[config.mk]
export PLATFORM = sky130hd
export DESIGN_NAME = cold_load_pickup_detector
export DESIGN_NICKNAME = d
export VERILOG_FILES = /design/src/core/cold_load_pickup_detector.v
export VERILOG_INCLUDE_DIRS = /design/src /design/src/core
export SDC_FILE = /design/constraint.sdc
export NUM_CORES = 1
export LEC_CHECK = 0
export BUFFER_PORTS_ARGS = -buffer_cell sky130_fd_sc_hd__buf_4
export CAP_MARGIN = 20
export CORE_UTILIZATION = 45
export CTS_CLUSTER_DIAMETER = 100
export DETAILED_ROUTE_END_ITERATION = 6
export PLACE_DENSITY = 0.69
export SETUP_SLACK_MARGIN = 0.3
export SYNTH_ARGS = -nofsm -noshare
export SYNTH_HDL_FRONTEND = slang
export SYNTH_SLANG_ARGS = --single-unit
[constraint.sdc]
create_clock -name clk -period 7.09 [get_ports clk]
set_input_delay 1.418 -clock clk [delete_from_list [all_inputs] [get_ports clk]]
set_output_delay 1.418 -clock clk [all_outputs]
set_load 0.01 [all_outputs]
[src/core/cold_load_defs.vh]
`ifndef COLD_LOAD_DEFS_VH
`define COLD_LOAD_DEFS_VH

// ----------------------------------------------------------------
// Detection mode encodings
// ----------------------------------------------------------------
`define MODE_W 2
`define MODE_POSITION 2'h0
`define MODE_UNDERCURRENT 2'h1
`define MODE_POS_AND_UC 2'h2
`define MODE_POS_OR_UC 2'h3

// ----------------------------------------------------------------
// Widths and fixed values
// ----------------------------------------------------------------
`define CUR_W 16
`define TMR_W 32
`define TMR_ZERO 32'h00000000
`define TMR_ONE 32'h00000001
`define CUR_ZERO 16'h0000
`define RATIO_NUM 20'h00009
`define RATIO_DEN 20'h0000a

`endif

[src/core/cold_load_pickup_detector.v]
`timescale 1ns/10ps
`include "cold_load_defs.vh"

// ----------------------------------------------------------------
// Delay counter
// ----------------------------------------------------------------
module delay_counter (
    input wire clk,
    input wire rst,
    input wire start,
    input wire stop,
    input wire [`TMR_W-1:0] preset,
    output reg running,
    output reg done
);
    reg [`TMR_W-1:0] count;

    always @(posedge clk or posedge rst) begin
        if (rst) begin
            count <= `TMR_ZERO;
            running <= 1'h0;
            done <= 1'h0;
        end else if (stop) begin
            count <= `TMR_ZERO;
            running <= 1'h0;
            done <= 1'h0;
        end else if (start) begin
            count <= preset;
            running <= 1'h1;
            done <= 1'h0;
        end else if (running) begin
            if (count <= `TMR_ONE) begin
                running <= 1'h0;
                done <= 1'h1;
            end else begin
                count <= count - `TMR_ONE;
            end
        end else begin
            done <= 1'h0;
        end
    end
endmodule

// ----------------------------------------------------------------
// Cold load supervisor
// ----------------------------------------------------------------
module cold_load_pickup_detector (
    input wire clk,
    input wire rst,
    input wire [`MODE_W-1:0] detectMode,
    input wire breakerOpen,
    input wire underCurrent,
    input wire [`CUR_W-1:0] loadCurrent,
    input wire [`CUR_W-1:0] inrushThreshold,
    input wire [`TMR_W-1:0] loadOffPreset,
    input wire [`TMR_W-1:0] settlePreset,
    input wire [`TMR_W-1:0] maxBlockPreset,
    input wire externalBlock,
    input wire internalBlock,
    input wire blockSelect,
    input wire auto_reclose_running,
    output reg cold_load_enable,
    output reg inrushPresent,
    output reg [4:0] stateOut
);
    localparam [4:0] ST_WARM = 5'h01;
    localparam [4:0] ST_LOADOFF = 5'h02;
    localparam [4:0] ST_COLD = 5'h04;
    localparam [4:0] ST_INRUSH = 5'h08;
    localparam [4:0] ST_HOLD = 5'h10;

    reg [4:0] state;
    reg [4:0] next_state;
    reg isCold;
    reg blockSource;
    reg blocked;
    reg startLoadOff;
    reg startSettle;
    reg stopSettle;
    reg startMax;
    reg settleSeen;
    reg next_settleSeen;
    reg next_enable;
    reg next_inrush;
    wire loadOffDone;
    wire settleDone;
    wire maxDone;
    wire loadOffStop;
    wire settleStop;
    wire maxStop;
    wire holdRelease;
    wire [`CUR_W+3:0] curScaled;
    wire [`CUR_W+3:0] thrScaled;
    wire aboveThr;
    wire belowRelease;
    wire inWatch;

    // ------------------------------------------------------------
    // Current comparison
    // ------------------------------------------------------------
    assign curScaled = {4'h0, loadCurrent} * `RATIO_DEN;
    assign thrScaled = {4'h0, inrushThreshold} * `RATIO_NUM;
    assign aboveThr = loadCurrent > inrushThreshold;
    assign belowRelease = curScaled <= thrScaled;
    assign inWatch = (state == ST_INRUSH) || (state == ST_HOLD);

    // ------------------------------------------------------------
    // Cold test
    // ------------------------------------------------------------
    always @* begin
        case (detectMode)
            `MODE_POSITION: isCold = breakerOpen;
            `MODE_UNDERCURRENT: isCold = underCurrent;
            `MODE_POS_AND_UC: isCold = breakerOpen & underCurrent;
            default: isCold = breakerOpen | underCurrent;
        endcase
    end

    // ------------------------------------------------------------
    // Block selection
    // ------------------------------------------------------------
    always @* begin
        if (blockSelect) begin
            blockSource = externalBlock;
        end else begin
            blockSource = internalBlock;
        end
        blocked = blockSource | auto_reclose_running;
    end

    // ------------------------------------------------------------
    // State sequencing
    // ------------------------------------------------------------
    always @* begin
        next_state = state;
        startLoadOff = 1'h0;
        startMax = 1'h0;
        startSettle = 1'h0;
        stopSettle = 1'h0;
        case (state)
            ST_WARM: begin
                if (isCold) begin
                    next_state = ST_LOADOFF;
                    startLoadOff = 1'h1;
                end
            end
            ST_LOADOFF: begin
                if (!isCold) begin
                    next_state = ST_WARM;
                end else if (loadOffDone) begin
                    next_state = ST_COLD;
                end
            end
            ST_COLD: begin
                if (!isCold) begin
                    next_state = ST_INRUSH;
                    startMax = 1'h1;
                end
            end
            ST_INRUSH: begin
                if (maxDone) begin
                    next_state = ST_WARM;
                end else if (settleSeen && belowRelease) begin
                    next_state = ST_HOLD;
                    startSettle = 1'h1;
                end
            end
            ST_HOLD: begin
                if (maxDone) begin
                    next_state = ST_WARM;
                end else if (!belowRelease) begin
                    next_state = ST_INRUSH;
                    stopSettle = 1'h1;
                end else if (settleDone) begin
                    next_state = ST_WARM;
                end
            end
            default: next_state = ST_WARM;
        endcase
    end

    // ------------------------------------------------------------
    // Inrush tracking
    // ------------------------------------------------------------
    always @* begin
        next_settleSeen = settleSeen;
        if (aboveThr) begin
            next_settleSeen = 1'h1;
        end else if (startMax) begin
            next_settleSeen = 1'h0;
        end
    end

    always @(posedge clk or posedge rst) begin
        if (rst) begin
            settleSeen <= 1'h0;
        end else if (blocked) begin
            settleSeen <= 1'h0;
        end else begin
            settleSeen <= next_settleSeen;
        end
    end

    // ------------------------------------------------------------
    // State register
    // ------------------------------------------------------------
    always @(posedge clk or posedge rst) begin
        if (rst) begin
            state <= ST_WARM;
        end else if (blocked) begin
            state <= ST_WARM;
        end else begin
            state <= next_state;
        end
    end

    // ------------------------------------------------------------
    // Output decode
    // ------------------------------------------------------------
    always @* begin
        next_inrush = inWatch && aboveThr;
        // Enable is a level only; nothing here can trip.
        next_enable = (next_state == ST_COLD) ||
            (next_state == ST_INRUSH) || (next_state == ST_HOLD);
    end

    // ------------------------------------------------------------
    // Output registers
    // ------------------------------------------------------------
    always @(posedge clk or posedge rst) begin
        if (rst) begin
            cold_load_enable <= 1'h0;
            inrushPresent <= 1'h0;
            stateOut <= ST_WARM;
        end else if (blocked) begin
            cold_load_enable <= 1'h0;
            inrushPresent <= 1'h0;
            stateOut <= ST_WARM;
        end else begin
            cold_load_enable <= next_enable;
            inrushPresent <= next_inrush;
            stateOut <= next_state;
        end
    end

    // ------------------------------------------------------------
    // Timer control
    // ------------------------------------------------------------
    assign loadOffStop = blocked || ((state == ST_LOADOFF) && !isCold);
    assign settleStop = blocked || stopSettle || !inWatch;
    assign holdRelease = (state == ST_HOLD) && settleDone;
    assign maxStop = blocked || (!inWatch && !startMax) ||
        holdRelease;

    // ------------------------------------------------------------
    // Timers
    // ------------------------------------------------------------
    delay_counter loadOffTimer (
        .clk(clk),
        .rst(rst),
        .start(startLoadOff),
        .stop(loadOffStop),
        .preset(loadOffPreset),
        .running(),
        .done(loadOffDone)
    );

    delay_counter settleTimer (
        .clk(clk),
        .rst(rst),
        .start(startSettle),
        .stop(settleStop),
        .preset(settlePreset),
        .running(),
        .done(settleDone)
    );

    delay_counter maxBlockTimer (
        .clk(clk),
        .rst(rst),
        .start(startMax),
        .stop(maxStop),
        .preset(maxBlockPreset),
        .running(),
        .done(maxDone)
    );
endmodule

==> qor.yml, run 1 <==
gr-usage-met1: 0.3128
slew_headroom: 0.3416
status: "finished clean"
synth_area_um2: 8867
die-area_um2: 20270
detailed_place_hpwl_um: 16160
ys_async_sr_fraction: 1.000
vias: 7814
ys_ff_latch: 110
grt-ovfl-total: 0
crit_required_ps: 7370
wire_per_inst_um: 15.12
drtIter0Drc: 358
timing.rr.start: "maxBlockTimer.count[2]"
path_max_fanout: 48
crit_end: "settleTimer.count[24]"
irDropWorstVdd_mv: 0.1113
max_freq_mhz: 172.5
clockBufferDepth: 2
grt_max_degree: 77
ys.warnings.count: 0
final_nets: 1390
syn_inst: 1029
r2r_end: "maxBlockTimer.count[29]"
num_rows: 50
drv_cap: 0
synth_area_leaders: "dfrtp_1 (31%), ha_1 (13%), a211oi_1 (6.9%), nor2_1 (6.4%), xnor2_1 (6.1%)"
crit_top_cell: "ha_1"
buffer_ports.inserted: 144
rsz0062_at_grt: "false"
path_class: "in -> reg"
timing.final.crit_period_ps: 5796
diodes: 0
crit_start: "inrushThreshold[4]"
setup_tns_ps: 0
synth_edf_count: 0
postCtsResizedCells: 0
grt_pass1_wl_um: 36090
place_congestion: 0.9415
met2_usage: 0.3547
initial_core_util: 0.4662
critPathCaptureType: "flop"
ios: 145
setup_viol: 0
layout-drive-gt1-share: 0.1655
first_pass_iters: 5
via_per_inst: 5.503
synth_area_leader_cell: "dfrtp_1"
max_stage_delay_ps: 680
grtUsageTotal: 0.2213
wirelength_um: 21470
r2r.worst_path.cells: 7
ys_types: 68
synth_top_cell_area_share: 0.3076
leakage_nw: 4.819
die_w_um: 142.4
timing_hold_violations_final: 0
avgSynthCellArea_um2: 8.617
cp.arrival_ps: 6080
numCtsBuffers: 9
period_share: 0.8176
power_density_nw_per_um2: 158.6
worst_setup_path_start_kind: "input port"
final_common_cell: "buf_4"
cts_sinks: 110
ff2ff_setup_slack_ps: 4170
top_usage_layer: "met2"
htreeDepth: 3
crit_slowest_cell: "a21o_2"
drc_errors: 0
worstMarginPinSlew_ps: 987.6
clkTransAtPathRegs_ps: 90
clk_latency_ps: 370
antenna_found_initial: 0
cts_tree: "yes"
yosysSeqAreaShare: 0.3106
synth_ff_type: "dfrtp_1"
post-route-util: 0.5536
post_cts_buffers: 0
synth_nets: 1264
grt_pass1_vias: 7398
finClkSkew_ps: 17.59
drtAntennaViolNets: 0
cp_cell_sequence: "buf_4 > ha_1 > ha_1 > inv_1 > fa_1 > nor2b_1 > o21ai_0 > a21boi_0 > o311ai_0 > a31oi_1 > o21ai_0 > xnor2_1 > ha_1 > nand4_1 > nor2_1 > a22oi_1 > nand3_1 > a21o_2 > buf_4 > nor2_1 > a211oi_1"
cts_hold_buf: 0
drv_slew: 0
final_cell_mix: "buf_4 (153), nor2_1 (151), dfrtp_1 (109)"
area_delta_synth_final_pct: 18.74
root_buffer: "clkbuf_16"
fp.dieH_um: 142.4
hold_path_class: "reg -> reg"
met3_usage: 0.03735
core_area_um2: 19020
sequential cells by signal, indices dropped and copies added, names as in the netlist, 5 cells and up:
| name | flops |
|---|---|
| loadOffTimer.count | 32 |
| settleTimer.count | 32 |
| stateOut | 5 |
| maxBlockTimer.count | 32 |
stage by stage:
| step | hold slack, ps | power (mW) | area (µm²) | instances | worst slack (ps) |
|---|---|---|---|---|---|
| after floorplan | 475.4 | 0.9937 | 8867 | 1029 | 1833 |
| after global placement | 512.3 | 1.145 | 10220 | 1404 | 1148 |
| after detailed placement | 511.4 | 1.153 | 10220 | 1404 | 987.4 |
| after CTS | 530.4 | 1.688 | 10530 | 1420 | 1350 |
| after global routing | 552.2 | 1.777 | 10530 | 1420 | 823.5 |
| final | 532.6 | 1.670 | 10530 | 1420 | 1294 |
where the power goes:
group	total [mW]	internal (mW)	leakage [nW]	switching, mW
registers	0.662	0.644	1.52	0.0181
logic	0.479	0.216	3.15	0.262
clock network	0.529	0.256	0.153	0.273
total	1.67	1.12	4.82	0.553
routing by layer:
metal	up-vias	wire, µm
li1	4012	-
met1	3621	10640
met5	-	0
met3	18	896
met2	163	9723
met4	0	210
synth_stat cells, types with 4 or more instances:
master    number
a211oi_1      81
a21boi_0       4
a21o_1        11
a21oi_1       35
a31oi_1        7
and2_1         5
and3_1         6
clkbuf_1      34
dfrtp_1      109
ha_1          95
inv_1         43
nand2_1       52
nand2b_1      12
nand3_1       33
nand3b_1       4
nand4_1       11
nor2_1       151
nor2b_1       12
nor3_1        48
nor4_1        32
o211ai_1       4
o21a_1         9
o21ai_0       31
o21bai_1       6
o22ai_1        4
o31a_1         4
or3_1         11
or4_1         10
or4_4          4
xnor2_1       62
xor2_1        45
worst min path at each step:
stage	slack, ps	from	depth (start not counted)	end
global placement	510	maxBlockTimer.count[21]	2	maxBlockTimer.count[21]
global route	550	maxBlockTimer.count[21]	2	maxBlockTimer.count[21]
detailed placement	510	maxBlockTimer.count[21]	2	maxBlockTimer.count[21]
CTS	530	maxBlockTimer.count[21]	2	maxBlockTimer.count[21]
finish	530	maxBlockTimer.count[21]	2	maxBlockTimer.count[21]
floorplan	480	maxBlockTimer.count[21]	2	maxBlockTimer.count[21]
layout make-up:
class / count / area [µm²]
Clock buffer: 9 / 225.2
Fill cell: 1865 / 8489
Multi-Input combinational cell: 838 / 5829
Inverter: 43 / 163.9
Timing Repair Buffer: 153 / 1149
Sequential cell: 110 / 2754
Clock inverter: 7 / 82.58
Tap cell: 260 / 325.3
logic make-up after synthesis:
group,synth area share
buf+inv,0.03542
fa+ha+maj,0.1386
flops,0.3106
xor+xnor,0.1057
mux,0.002258
simple gates,0.2313
compound gates,0.1762
worst max-delay path, delay by kind of cell:
family	cells	cell delay (ps)
AND/OR/NAND/NOR	5	700
buffers and inverters	3	540
adder cells (fa/ha/maj)	4	1160
AO/OA/AOI/OAI	8	2070
XOR/XNOR	1	150
Power figures use the tool's default switching activity.
==> run 2, diff against run 1 <==
ABC_AREA = 1   (was unset)
PLACE_DENSITY = 0.71   (was 0.69)
clock period = 4.8 ns   (was 7.09 ns; I/O delays follow)
==> qor.yml, run 2 <==
status: "finished clean"
area_delta_synth_final_pct: 16.07
grt-ovfl-total: 0
final_common_cell: "nand2_1"
synth_xor_area_frac: 0.06821
crit_family: "simple AND/OR/NAND/NOR gates"
syn_inst: 1577
muxShareOfSynthArea: 0.0009625
setup_viol: 0
ys_async_sr_fraction: 1.000
r2r.worst_path.cells: 10
num_rows: 55
root_buffer: "clkbuf_16"
post_cts_buffers: 0
ys_ff_latch: 110
first_pass_iters: 5
die_w_um: 154.0
core_area_um2: 22640
drv_cap: 0
path_class: "in -> reg"
buffer_ports.inserted: 144
yosys.area_share.simple: 0.3699
setup_tns_ps: 0
leakage_nw: 6.716
wirelength_um: 27370
worstMarginPinSlew_ps: 711.3
timing.final.crit_period_ps: 4138
critPathCaptureType: "flop"
detailed_place_hpwl_um: 20810
die-area_um2: 23720
cp.arrival_ps: 4450
clkTransAtPathRegs_ps: 90
finalPower_mw: 2.919
drc_errors: 0
grt_max_degree: 53
final_cell_mix: "nand2_1 (513), nor2_1 (201), buf_4 (153)"
synth_edf_count: 0
cp.depth: 25
synth_top_cell_area_share: 0.2623
cts_sinks: 110
worst_setup_path_start_kind: "input port"
cp_num_buf_inv: 2
ys.warnings.count: 0
top_regs: "loadOffTimer.count: 32 flops, maxBlockTimer.count: 32 flops, settleTimer.count: 32 flops"
ios: 145
power_density_nw_per_um2: 241.8
max_stage_delay_ps: 350
vias: 10410
synth_area_leaders: "dfrtp_1 (26%), nand2_1 (19%), ha_1 (11%), nor2_1 (7.3%), inv_1 (5.1%)"
synth_area_leader_cell: "dfrtp_1"
layout-drive-gt1-share: 0.1299
synth_nets: 1812
timing.rr.start: "loadOffTimer.count[0]"
rsz0062_at_grt: "false"
r2r_end: "loadOffTimer.count[29]"
antenna_found_initial: 0
ff2ff_setup_slack_ps: 2100
numCtsBuffers: 9
synth_top_family_by_area: "simple AND/OR/NAND/NOR gates"
crit_required_ps: 5110
postCtsResizedCells: 0
place_congestion: 0.8920
min_from: "loadOffTimer.count[29]"
via_per_inst: 5.220
avgSynthCellArea_um2: 6.595
hold_depth: 2
yosysMostFrequentCell: "nand2_1"
timing_hold_violations_final: 0
crit_slowest_cell: "ha_1"
clk_latency_ps: 380
path_max_fanout: 33
synth_fa_ha_area_frac: 0.1181
finClkSkew_ps: 24.73
hold_path_class: "reg -> reg"
drtAntennaViolNets: 0
initial_core_util: 0.4594
slew_headroom: 0.5214
cts_tree: "yes"
drv_slew: 0
final_nets: 1939
diodes: 0
grtUsageTotal: 0.2343
synth_area_um2: 10400
fin_hold_ws_ps: 520.6
grt_pass1_vias: 9822
ys_types: 49
yosysSeqAreaShare: 0.2648
fp.dieH_um: 154.0
cts_hold_buf: 0
design_area_um2: 12070
synth_compound_area_frac: 0.1020
synth_ff_type: "dfrtp_1"
htreeDepth: 3
crit_top_cell: "nand2_1"
period_share: 0.8620
irDropWorstVdd_mv: 0.1681
clockBufferDepth: 2
place_area_um2: 11750
drtIter0Drc: 616
wire_per_inst_um: 13.73
max_freq_mhz: 241.7
grt_pass1_wl_um: 45760
synthTopCellsByCount: "nand2_1 (513), nor2_1 (201), inv_1 (141), dfrtp_1 (109), ha_1 (95)"
min_to: "loadOffTimer.count[29]"
==> run 2: cell types whose count changed after synthesis, moves of 41 or more <==
cell | previous run | this run
nand2_1 | 52 | 513
inv_1 | 43 | 141
a211oi_1 | 81 | 2
nor2_1 | 151 | 201
nand4_1 | 11 | 56
nand3_1 | 33 | 74
==> run 2: worst max path at each step <==
stage | from | endpoint | slack [ps]
floorplan | inrushThreshold[1] | settleTimer.count[2] | 500
global placement | inrushThreshold[10] | settleTimer.count[21] | 220
detailed placement | inrushThreshold[4] | settleTimer.count[23] | 120
CTS | inrushThreshold[4] | settleTimer.count[22] | 500
global route | loadCurrent[3] | settleTimer.count[18] | 310
finish | loadCurrent[3] | settleTimer.count[23] | 660
==> run 2: final cells by class <==
| cell class | count | area [µm²] |
|---|---|---|
| Clock buffer | 9 | 225.2 |
| Sequential cell | 110 | 2754 |
| Multi-Input combinational cell | 1275 | 6857 |
| Inverter | 151 | 569.3 |
| Tap cell | 285 | 356.6 |
| Clock inverter | 7 | 86.33 |
| Fill cell | 2250 | 10570 |
| Timing Repair Buffer | 157 | 1224 |
==> run 2: report_power, final <==
part | leakage, nW | switching, mW | internal (mW) | total (mW)
clock network | 0.151 | 0.429 | 0.378 | 0.807
registers | 1.52 | 0.0338 | 0.957 | 0.991
logic | 5.04 | 0.677 | 0.445 | 1.12
total | 6.72 | 1.14 | 1.78 | 2.92
==> run 2: tightest hold or removal path, delay by kind of cell (launching register included) <==
family,cells,cell delay [ps]
flip-flops,1,370
AND/OR/NAND/NOR,2,130
==> run 2: cells by family after synthesis <==
| kind of cell | Yosys count |
|---|---|
| compound gates | 186 |
| xor+xnor | 81 |
| fa+ha+maj | 97 |
| buf+inv | 192 |
| flops | 110 |
| mux | 1 |
| simple gates | 910 |
==> run 2: metal layers <==
metal  global-route usage  wire length [µm]
met2               0.4091             13000
met1               0.3017             12730
met5                    0                 0
met4              0.05952               401
met3              0.03495              1242
==> run 2: through the flow <==
step | setup WS, ps | utilization | instances
floorplan | 503.0 | - | 1577
global placement | 215.7 | 0.5188 | 1977
detailed placement | 123.5 | 0.5188 | 1977
CTS | 496.7 | 0.5325 | 1993
global route | 309.4 | 0.5332 | 1994
finish | 662.4 | 0.5332 | 1994
